`config.mk`:
```
export PLATFORM = sky130hd
export DESIGN_NAME = adc_offset_ctrl
export DESIGN_NICKNAME = d
export VERILOG_FILES = /design/src/adc_ctrl_pkg.sv /design/src/conv_if.sv /design/src/adc_offset_ctrl.sv /design/src/conv_sequencer.sv
export VERILOG_INCLUDE_DIRS = /design/src /design/src/src
export SDC_FILE = /design/constraint.sdc
export NUM_CORES = 1
export LEC_CHECK = 0
export ABC_AREA = 0
export BUFFER_PORTS_ARGS = -buffer_cell sky130_fd_sc_hd__buf_2
export CAP_MARGIN = 0
export CORE_UTILIZATION = 40
export DETAILED_ROUTE_END_ITERATION = 6
export PLACE_DENSITY = 0.58
export SYNTH_ARGS = -nofsm -noshare
export SYNTH_HDL_FRONTEND = slang
export SYNTH_HIERARCHICAL = 1
export SYNTH_SLANG_ARGS = --single-unit
```
`constraint.sdc`:
```
create_clock -name clk_sys -period 5.7 [get_ports clk_sys]
set_input_delay 0.57 -clock clk_sys [delete_from_list [all_inputs] [get_ports clk_sys]]
set_output_delay 0.57 -clock clk_sys [all_outputs]
set_load 0.01 [all_outputs]
```
`src/adc_ctrl_regs.svh`:
```
// Register map, field positions, reset values and timing counts for the
// converter control block. Assumes a 32-bit AHB-Lite slave decodes haddr[7:0].
//
// Function
// RQ1: Attenuation field 0 none, 1..3 scale input range by two, three, four.
// RQ2: Mid-reference short ties converter input to half the reference.
// RQ3: Offset polarity flip bit inverts converter offset sign for conversions.
// RQ4: Chopping makes hardware alternate offset polarity on successive samples.
// RQ5: Non-zero averaging exponent takes 2^n samples combined into one result.
// RQ6: Regulator bleed-load bit enables constant 20 uA regulator load.
// RQ7: Positive and negative offset trims compensate offset; 0x200 is neutral.
// RQ8: Software calibrates with trims 0x200, short on, both polarities.
// RQ9: Software writes trim 0x200 minus difference, doubled if single-ended.
// RQ10: Software should use sample time 2 or 3, averaging 3 or 4.
// RQ11: Software verifies calibration: shorted result near 0x200.
// RQ12: Software writes equal trims 0x300/0x200/0x100 for common mode levels.
// RQ13: Software replaces 0x200 with common-mode trim when combining steps.
// RQ14: Trims can shift zero-scale or full-scale point, e.g. read 0x000.
// RQ15: Software enables, sets pin function 15, channel, mode, then starts.
// RQ16: Software waits for start bit zero or interrupt before reading.
// RQ17: Any write to irq clear port deasserts the conversion-done interrupt; a cv.done in the same cycle keeps it set.
// RQ18: Start stays 1 while converting, hardware clears and flags; no restart.
// RQ19: Continuous run restarts automatically; result holds the latest value.
// RQ20: Chopping makes each conversion two opposite-sign conversions, summed.
// RQ21: Result stored 16-bit left-aligned, not truncated to 10 bits.
// RQ22: Done interrupt stays asserted as a level until software clears it.
`ifndef ADC_CTRL_REGS_SVH
`define ADC_CTRL_REGS_SVH

`define OFS_CTRL 8'h00
`define OFS_CTRL2 8'h04
`define OFS_OFFP 8'h08
`define OFS_OFFN 8'h0c
`define OFS_SEL 8'h10
`define OFS_CLR 8'h14
`define OFS_RESULT 8'h18

// Control word bits
`define B_EN 0
`define B_START 1
`define B_CONT 2
`define B_SE 3
`define B_CHOP 4
`define B_MUTE 5
`define B_SIGN 6
`define B_IRQ 7

// Second control word fields
`define F_ATTN_LO 0
`define F_BLEED 2
`define F_AVG_LO 4
`define F_SMPL_LO 8

`define TRIM_MID 10'h200
`define SEL_RST 4'h0
`define SAMPLE_NS 64
`define SAMPLE_CYC ((`SAMPLE_NS + 7) / 8)

`endif

```
`src/adc_ctrl_pkg.sv`:
```
// Types shared by the converter control block and its sequencer.
// Assumes the includer also pulls in adc_ctrl_regs.svh for the numbers.
package adc_ctrl_pkg;
   typedef enum {
      SEQ_IDLE,
      SEQ_SAMPLE,
      SEQ_DONE
   } seq_state_t;
   typedef logic [9:0] trim_t;
   typedef logic [15:0] sample_t;
endpackage : adc_ctrl_pkg

```
`src/conv_if.sv`:
```
// Link between the register file and the conversion sequencer.
// Assumes both ends run on clk_sys.
`timescale 1ns/100ps
interface conv_if;
   logic startReq;
   logic chop;
   logic contRun;
   logic [2:0] avgExp;
   logic busy;
   logic done;
   logic polarity;
   logic [15:0] result;
   modport ctrl (output startReq, chop, contRun, avgExp,
      input busy, done, polarity, result);
   modport seq (input startReq, chop, contRun, avgExp,
      output busy, done, polarity, result);
endinterface : conv_if

```
`src/adc_offset_ctrl.sv`:
```
// Converter control block: AHB-Lite register file, analog control outputs.
// Assumes a single-slave AHB-Lite bus and a comparator sample on sampleIn.
`include "adc_ctrl_regs.svh"
`timescale 1ns/100ps
module adc_offset_ctrl
   import adc_ctrl_pkg::*;
(
   input wire logic clk_sys,
   input wire logic arst_n,
   input wire logic hsel,
   input wire logic [31:0] haddr,
   input wire logic [1:0] htrans,
   input wire logic hwrite,
   input wire logic [2:0] hsize,
   input wire logic [31:0] hwdata,
   input wire logic hready,
   output logic [31:0] hrdata,
   output logic hreadyout,
   output logic hresp,
   input wire logic [9:0] sampleIn,
   output logic converterEnable,
   output logic [1:0] inputAttenuation,
   output logic midReferenceShort,
   output logic offsetPolarity,
   output logic regulatorBleedLoad,
   output logic singleEndedSelect,
   output logic [9:0] positiveOffsetTrim,
   output logic [9:0] negativeOffsetTrim,
   output logic [3:0] channelSelect,
   output logic conversionDoneIrq
);
   // ****************************************************************
   // Reset release
   // ****************************************************************
   logic rstMeta_q, rstN_q;
   always_ff @(posedge clk_sys or negedge arst_n) begin
      if (!arst_n) begin
         rstMeta_q <= 1'b0;
         rstN_q <= 1'b0;
      end else begin
         rstMeta_q <= 1'b1;
         rstN_q <= rstMeta_q;
      end
   end

   // ****************************************************************
   // Register state
   // ****************************************************************
   logic en_q, en_d, start_q, start_d, cont_q, cont_d, se_q, se_d;
   logic chop_q, chop_d, mute_q, mute_d, sign_q, sign_d, irq_q, irq_d;
   logic [1:0] attn_q, attn_d;
   logic bleed_q, bleed_d;
   logic [2:0] avg_q, avg_d;
   logic [1:0] smpl_q, smpl_d;
   trim_t offp_q, offp_d, offn_q, offn_d;
   logic [3:0] sel_q, sel_d;
   sample_t result_q, result_d;
   logic wrPend_q, wrPend_d;
   logic [7:0] wrAddr_q, wrAddr_d;
   logic [31:0] rdata_d;
   logic launch_q, launch_d;
   logic pol_q;

   conv_if cv ();

   assign cv.startReq = launch_q;
   assign cv.chop = chop_q;
   assign cv.contRun = cont_q;
   assign cv.avgExp = avg_q;

   conv_sequencer u_seq (
      .clk(clk_sys),
      .rstN(rstN_q),
      .polarityBase(sign_q),
      .sampleIn(sampleIn),
      .cv(cv)
   );

   logic addrPhase;
   assign addrPhase = hsel && hready && htrans[1];

   // ****************************************************************
   // Next state
   // ****************************************************************
   always_comb begin
      en_d = en_q;
      start_d = start_q;
      cont_d = cont_q;
      se_d = se_q;
      chop_d = chop_q;
      mute_d = mute_q;
      sign_d = sign_q;
      irq_d = irq_q;
      attn_d = attn_q;
      bleed_d = bleed_q;
      avg_d = avg_q;
      smpl_d = smpl_q;
      offp_d = offp_q;
      offn_d = offn_q;
      sel_d = sel_q;
      result_d = result_q;
      launch_d = 1'b0;
      wrPend_d = addrPhase && hwrite;
      wrAddr_d = addrPhase ? haddr[7:0] : wrAddr_q;
      rdata_d = 32'h00000000;
      if (wrPend_q) begin
         case (wrAddr_q)
            `OFS_CTRL: begin
               en_d = hwdata[`B_EN];
               cont_d = hwdata[`B_CONT];
               se_d = hwdata[`B_SE];
               chop_d = hwdata[`B_CHOP];
               mute_d = hwdata[`B_MUTE]; // RQ2
               sign_d = hwdata[`B_SIGN]; // RQ3
               // Writing 1 while busy is ignored
               if (hwdata[`B_START] && !start_q && hwdata[`B_EN]) begin
                  start_d = 1'b1; // RQ18
                  launch_d = 1'b1;
               end
            end
            `OFS_CTRL2: begin
               attn_d = hwdata[`F_ATTN_LO +: 2]; // RQ1
               bleed_d = hwdata[`F_BLEED]; // RQ6
               avg_d = hwdata[`F_AVG_LO +: 3]; // RQ5
               smpl_d = hwdata[`F_SMPL_LO +: 2];
            end
            `OFS_OFFP: offp_d = hwdata[9:0]; // RQ7 RQ14
            `OFS_OFFN: offn_d = hwdata[9:0]; // RQ7 RQ14
            `OFS_SEL: sel_d = hwdata[3:0];
            `OFS_CLR: irq_d = 1'b0; // RQ17
            default: ;
         endcase
      end
      if (cv.done) begin
         result_d = cv.result; // RQ19 RQ21
         irq_d = 1'b1; // RQ22
         // Continuous run restarts; dropping cont lets start fall
         if (cont_q && en_q) begin
            launch_d = 1'b1; // RQ19
         end else begin
            start_d = 1'b0; // RQ18
         end
      end
      if (addrPhase && !hwrite) begin
         case (haddr[7:0])
            `OFS_CTRL: rdata_d = {24'h000000, irq_q, sign_q, mute_q, chop_q,
               se_q, cont_q, start_q, en_q};
            `OFS_CTRL2: rdata_d = {22'h0, smpl_q, 1'b0, avg_q, 1'b0,
               bleed_q, attn_q};
            `OFS_OFFP: rdata_d = {22'h0, offp_q};
            `OFS_OFFN: rdata_d = {22'h0, offn_q};
            `OFS_SEL: rdata_d = {28'h0000000, sel_q};
            `OFS_RESULT: rdata_d = {16'h0000, result_q};
            default: rdata_d = 32'h00000000;
         endcase
      end
   end

   always_ff @(posedge clk_sys or negedge rstN_q) begin
      if (!rstN_q) begin
         en_q <= 1'b0;
         start_q <= 1'b0;
         cont_q <= 1'b0;
         se_q <= 1'b0;
         chop_q <= 1'b0;
         mute_q <= 1'b0;
         sign_q <= 1'b0;
         irq_q <= 1'b0;
         attn_q <= 2'h0;
         bleed_q <= 1'b0;
         avg_q <= 3'h0;
         smpl_q <= 2'h0;
         offp_q <= `TRIM_MID;
         offn_q <= `TRIM_MID;
         sel_q <= `SEL_RST;
         result_q <= 16'h0000;
         launch_q <= 1'b0;
         wrPend_q <= 1'b0;
         wrAddr_q <= 8'h00;
         hrdata <= 32'h00000000;
         pol_q <= 1'b0;
      end else begin
         en_q <= en_d;
         start_q <= start_d;
         cont_q <= cont_d;
         se_q <= se_d;
         chop_q <= chop_d;
         mute_q <= mute_d;
         sign_q <= sign_d;
         irq_q <= irq_d;
         attn_q <= attn_d;
         bleed_q <= bleed_d;
         avg_q <= avg_d;
         smpl_q <= smpl_d;
         offp_q <= offp_d;
         offn_q <= offn_d;
         sel_q <= sel_d;
         result_q <= result_d;
         launch_q <= launch_d;
         wrPend_q <= wrPend_d;
         wrAddr_q <= wrAddr_d;
         hrdata <= rdata_d;
         pol_q <= cv.polarity; // RQ4
      end
   end

   // ****************************************************************
   // Outputs
   // ****************************************************************
   // Zero-wait slave: every transfer completes in one data-phase cycle
   assign hreadyout = 1'b1;
   assign hresp = 1'b0;
   assign converterEnable = en_q;
   assign inputAttenuation = attn_q; // RQ1
   assign midReferenceShort = mute_q; // RQ2
   assign offsetPolarity = pol_q; // RQ3
   assign regulatorBleedLoad = bleed_q; // RQ6
   assign singleEndedSelect = se_q;
   assign positiveOffsetTrim = offp_q; // RQ7
   assign negativeOffsetTrim = offn_q; // RQ7
   assign channelSelect = sel_q;
   assign conversionDoneIrq = irq_q; // RQ22
endmodule : adc_offset_ctrl

```
`src/conv_sequencer.sv`:
```
// Conversion sequencer: sample count, chopping, averaging, accumulation.
// Assumes one 10-bit comparator sample is ready after SAMPLE_CYC clocks.
`include "adc_ctrl_regs.svh"
`timescale 1ns/100ps
module conv_sequencer
   import adc_ctrl_pkg::*;
(
   input wire logic clk,
   input wire logic rstN,
   input wire logic polarityBase,
   input wire logic [9:0] sampleIn,
   conv_if.seq cv
);
   localparam int SMPL_CYC = `SAMPLE_CYC;

   seq_state_t state_q, state_d;
   logic [7:0] cnt_q, cnt_d;
   logic [8:0] nLeft_q, nLeft_d;
   logic [19:0] acc_q, acc_d;
   logic flip_q, flip_d;
   logic done_d;
   logic [15:0] res_q, res_d;

   // Normalises 2^n (doubled for chop) sums back to a left-aligned word
   function automatic logic [15:0] alignSum(input logic [19:0] s,
         input logic [2:0] e, input logic ch);
      logic [4:0] sh;
      logic [35:0] w;
      sh = 5'(e) + 5'(ch);
      w = {s, 16'h0000} >> sh;
      alignSum = w[25:10];
   endfunction : alignSum

   always_comb begin
      state_d = state_q;
      cnt_d = cnt_q;
      nLeft_d = nLeft_q;
      acc_d = acc_q;
      flip_d = flip_q;
      done_d = 1'b0;
      res_d = res_q;
      case (state_q)
         SEQ_IDLE: begin
            if (cv.startReq) begin
               state_d = SEQ_SAMPLE;
               cnt_d = 8'(SMPL_CYC - 1);
               // Chop forces at least two samples
               nLeft_d = (9'h001 << cv.avgExp) << cv.chop; // RQ5 RQ20
               acc_d = 20'h00000;
               flip_d = 1'b0;
            end
         end
         SEQ_SAMPLE: begin
            if (cnt_q != 8'h00) begin
               cnt_d = cnt_q - 8'h01;
            end else begin
               acc_d = acc_q + 20'(sampleIn); // RQ20
               nLeft_d = nLeft_q - 9'h001;
               flip_d = cv.chop ? ~flip_q : flip_q; // RQ4
               cnt_d = 8'(SMPL_CYC - 1);
               if (nLeft_q == 9'h001) begin
                  state_d = SEQ_DONE;
               end
            end
         end
         SEQ_DONE: begin
            res_d = alignSum(acc_q, cv.avgExp, cv.chop); // RQ21
            done_d = 1'b1;
            state_d = SEQ_IDLE;
         end
         default: state_d = SEQ_IDLE;
      endcase
   end

   always_ff @(posedge clk or negedge rstN) begin
      if (!rstN) begin
         state_q <= SEQ_IDLE;
         cnt_q <= 8'h00;
         nLeft_q <= 9'h000;
         acc_q <= 20'h00000;
         flip_q <= 1'b0;
         cv.done <= 1'b0;
         res_q <= 16'h0000;
      end else begin
         state_q <= state_d;
         cnt_q <= cnt_d;
         nLeft_q <= nLeft_d;
         acc_q <= acc_d;
         flip_q <= flip_d;
         cv.done <= done_d;
         res_q <= res_d;
      end
   end

   assign cv.busy = (state_q != SEQ_IDLE);
   assign cv.polarity = polarityBase ^ flip_q; // RQ3 RQ4
   assign cv.result = res_q;
endmodule : conv_sequencer

```
==> metrics.md <==
| Metric | Value |
|---|---|
| Die H | `140.2 um` |
| Post-synthesis instance total | `695` |
| P_leak | `3.964 nW` |
| PortBufs | `81` |
| Final Max Tran Viols | `0` |
| P_sw | `0.6228 mW` |
| GR Util All Layers | `18.84%` |
| Clk sinks | `142` |
| CTS max path bufs | `2` |
| Clock Skews | `0.008180 ns` |
| Final setup violation count | `0` |
| Avg WL per Cell | `16.76 um` |
| Number of remaining DRC errors | `0` |
| HP Class | `reg -> reg` |
| Worst Path Max Fanout | `23` |
| Clock share of power | `47.8%` |
| Min cycle time layout | `3.083 ns` |
| Largest net degree at the start of global routing | `81` |
| Worst Path Required | `6.01 ns` |
| Max Cap Viol | `0` |
| Area growth syn-to-layout | `15.59%` |
| Final Hold Fails | `0` |
| PwrDens | `287.7 mW/mm^2` |
| Reg2Reg Launch Point | `chop_q` |
| # fillers | `1723` |
| Outcome | `finished, final reports clean` |
| Sw frac | `24.51%` |
| Root Driver | `clkbuf_16` |
| Vias in the first global route | `5654` |
| Critical Path AT | `3.39 ns` |
| Min-Delay Path Depth | `0` |
| Core area | `0.01871 mm^2` |
| Full die area | `0.01966 mm^2` |
| Initial antenna violation count | `0` |
| Fin cells | `1015` |
| Gate power share | `9.3%` |
| Total number of vias | `5566` |
| Relative slew slack | `30.49%` |
| Post-detail-place hpwl | `12320 um` |
| Hold wc startpoint | `rstMeta_q` |
| Diode count | `0` |
| Worst Tran Pin Value | `1.043 ns` |
| CTS tree | `done` |
| Clk Latency, worst-skew pair | `0.43 ns` |
| RD Place Congestion | `0.8306` |
| Row Count | `50` |
| WL final | `17010 um` |
| CTS buffer count | `17` |
| Avg Inst Size Synth | `10.99 um^2` |
| Crit end category | `register` |
| Final worst-path cycle share | `54.09%` |
| Cell Int Power | `1.918 mW` |
| RSZ-0062 raised after global routing | `false` |
| Crit path kind | `reg -> reg` |
| Clk slew on worst S/H paths | `0.06 ns` |
| Peak VDD IR | `0.2207 mV` |
| R2R depth | `7` |
| Sequential power share | `42.9%` |
| IO Pins | `150` |
| Final Power | `2.541 mW` |
| Reg2reg end | `u_seq/cv.result[7]` |
| Commonest cells after routing, fill and taps aside | `dfrtp_1, buf_2, mux2_2` |
| R2r setup slk | `2.62 ns` |
| Die W | `140.2 um` |
| Synth Warn # | `6` |
| Fmax | `324.3 MHz` |
| Hold path endpoint | `rstN_q` |
| Cell area after synthesis | `0.007640 mm^2` |
| Area of the multi-input gates | `0.003831 mm^2` |
| Setup TNS | `0 ns` |
| Iteration-0 DRC Markers | `264` |
| Dpl cells | `982` |
| Remaining antenna violation count | `0` |
| Initial core utilization | `40.84%` |
| Nets | `869` |
| TritonRoute pass-1 iters | `5` |
| Total gr overflow | `0` |
| CTS H-tree lvls | `4` |
| First-pass GRT wire length | `29170 um` |
| Share of cells above drive strength 1 | `27.40%` |
| Final Core Density | `47.21%` |
| Commonest non-fill, non-tap cell in the layout | `dfrtp_1` |
| Reg area | `0.003560 mm^2` |
| Vias/cell | `5.484` |
| Startpoint Class | `register` |
==> power by group through the flow <==
stage	logic, mW	clock network (mW)	registers [mW]
after CTS	0.237	1.25	1.09
after detailed placement	0.235	0	1.11
final	0.236	1.21	1.09
after floorplan	0.170	0	1.11
after global placement	0.230	0	1.11
after global routing	0.261	1.29	1.10
==> layout make-up <==
| type | instances | share of cell area [%] |
|---|---|---|
| multi-input combinational | 508 | 43.38 |
| clock inverter | 13 | 2.267 |
| clock buffer | 19 | 5.129 |
| sequential | 142 | 40.31 |
| timing repair buffer | 86 | 5.044 |
| tap | 234 | 3.315 |
| inverter | 13 | 0.5526 |
==> worst max-delay path: stages (launching register included) <==
cell and delay (ns):
dfrtp_1 0.50, ha_1 0.30, ha_1 0.95, mux2i_1 0.36
mux2i_1 0.20, mux4_2 0.51, nand2_1 0.08, nand2_1 0.06
==> sequential cells by signal, indices dropped and copies added (netlist names), 2 cells and up <==
signal              count
u_seq/nLeft_q           9
channelSelect           4
u_seq/acc_q            20
u_seq/cnt_q             8
u_seq/state_q           2
positiveOffsetTrim     10
avg_q                   3
negativeOffsetTrim     10
hrdata                 16
result_q               16
inputAttenuation        2
smpl_q                  2
u_seq/cv.result        16
wrAddr_q                8
==> worst max path at each step <==
stage                     depth (start not counted)  slack (ns)    from                  end
after floorplan                                   0        1.45  rstN_q             avg_q[0]
after global placement                            7        2.72  chop_q  u_seq/cv.result[10]
after detailed placement                          7        2.64  chop_q   u_seq/cv.result[7]
after CTS                                         7        2.61  chop_q   u_seq/cv.result[7]
after global routing                              7        2.38  chop_q   u_seq/cv.result[7]
final                                             7        2.62  chop_q   u_seq/cv.result[7]
==> layer usage <==
layer / up-vias / part of all wire [%] / wire length, um / track usage, %
li1: 2662 / - / - / -
met1: 2754 / 47 / 8050 / 25.36
met2: 131 / 47 / 8023 / 29.79
met3: 19 / 4.3 / 739 / 4.171
met4: 0 / 1.2 / 196 / 6.940
met5: - / 0 / 0 / 0
==> metrics by stage <==
stage | hold WS (ns) | setup slack (ns) | area, um^2
floorplan | 0.2744 | 1.454 | 7704
global placement | 0.3386 | 2.720 | 8168
detailed placement | 0.3412 | 2.635 | 8168
CTS | 0.3573 | 2.612 | 8831
global route | 0.3583 | 2.379 | 8831
finish | 0.3541 | 2.617 | 8831
==> timing repair <==
action / in CTS / in global routing
endpoints found under the hold margin: 2 / 0
setup buffers: 0 / 0
hold buffers: 1 / 0
resized for setup: 0 / 0
Note: power is estimated with default switching activity, not from simulation.
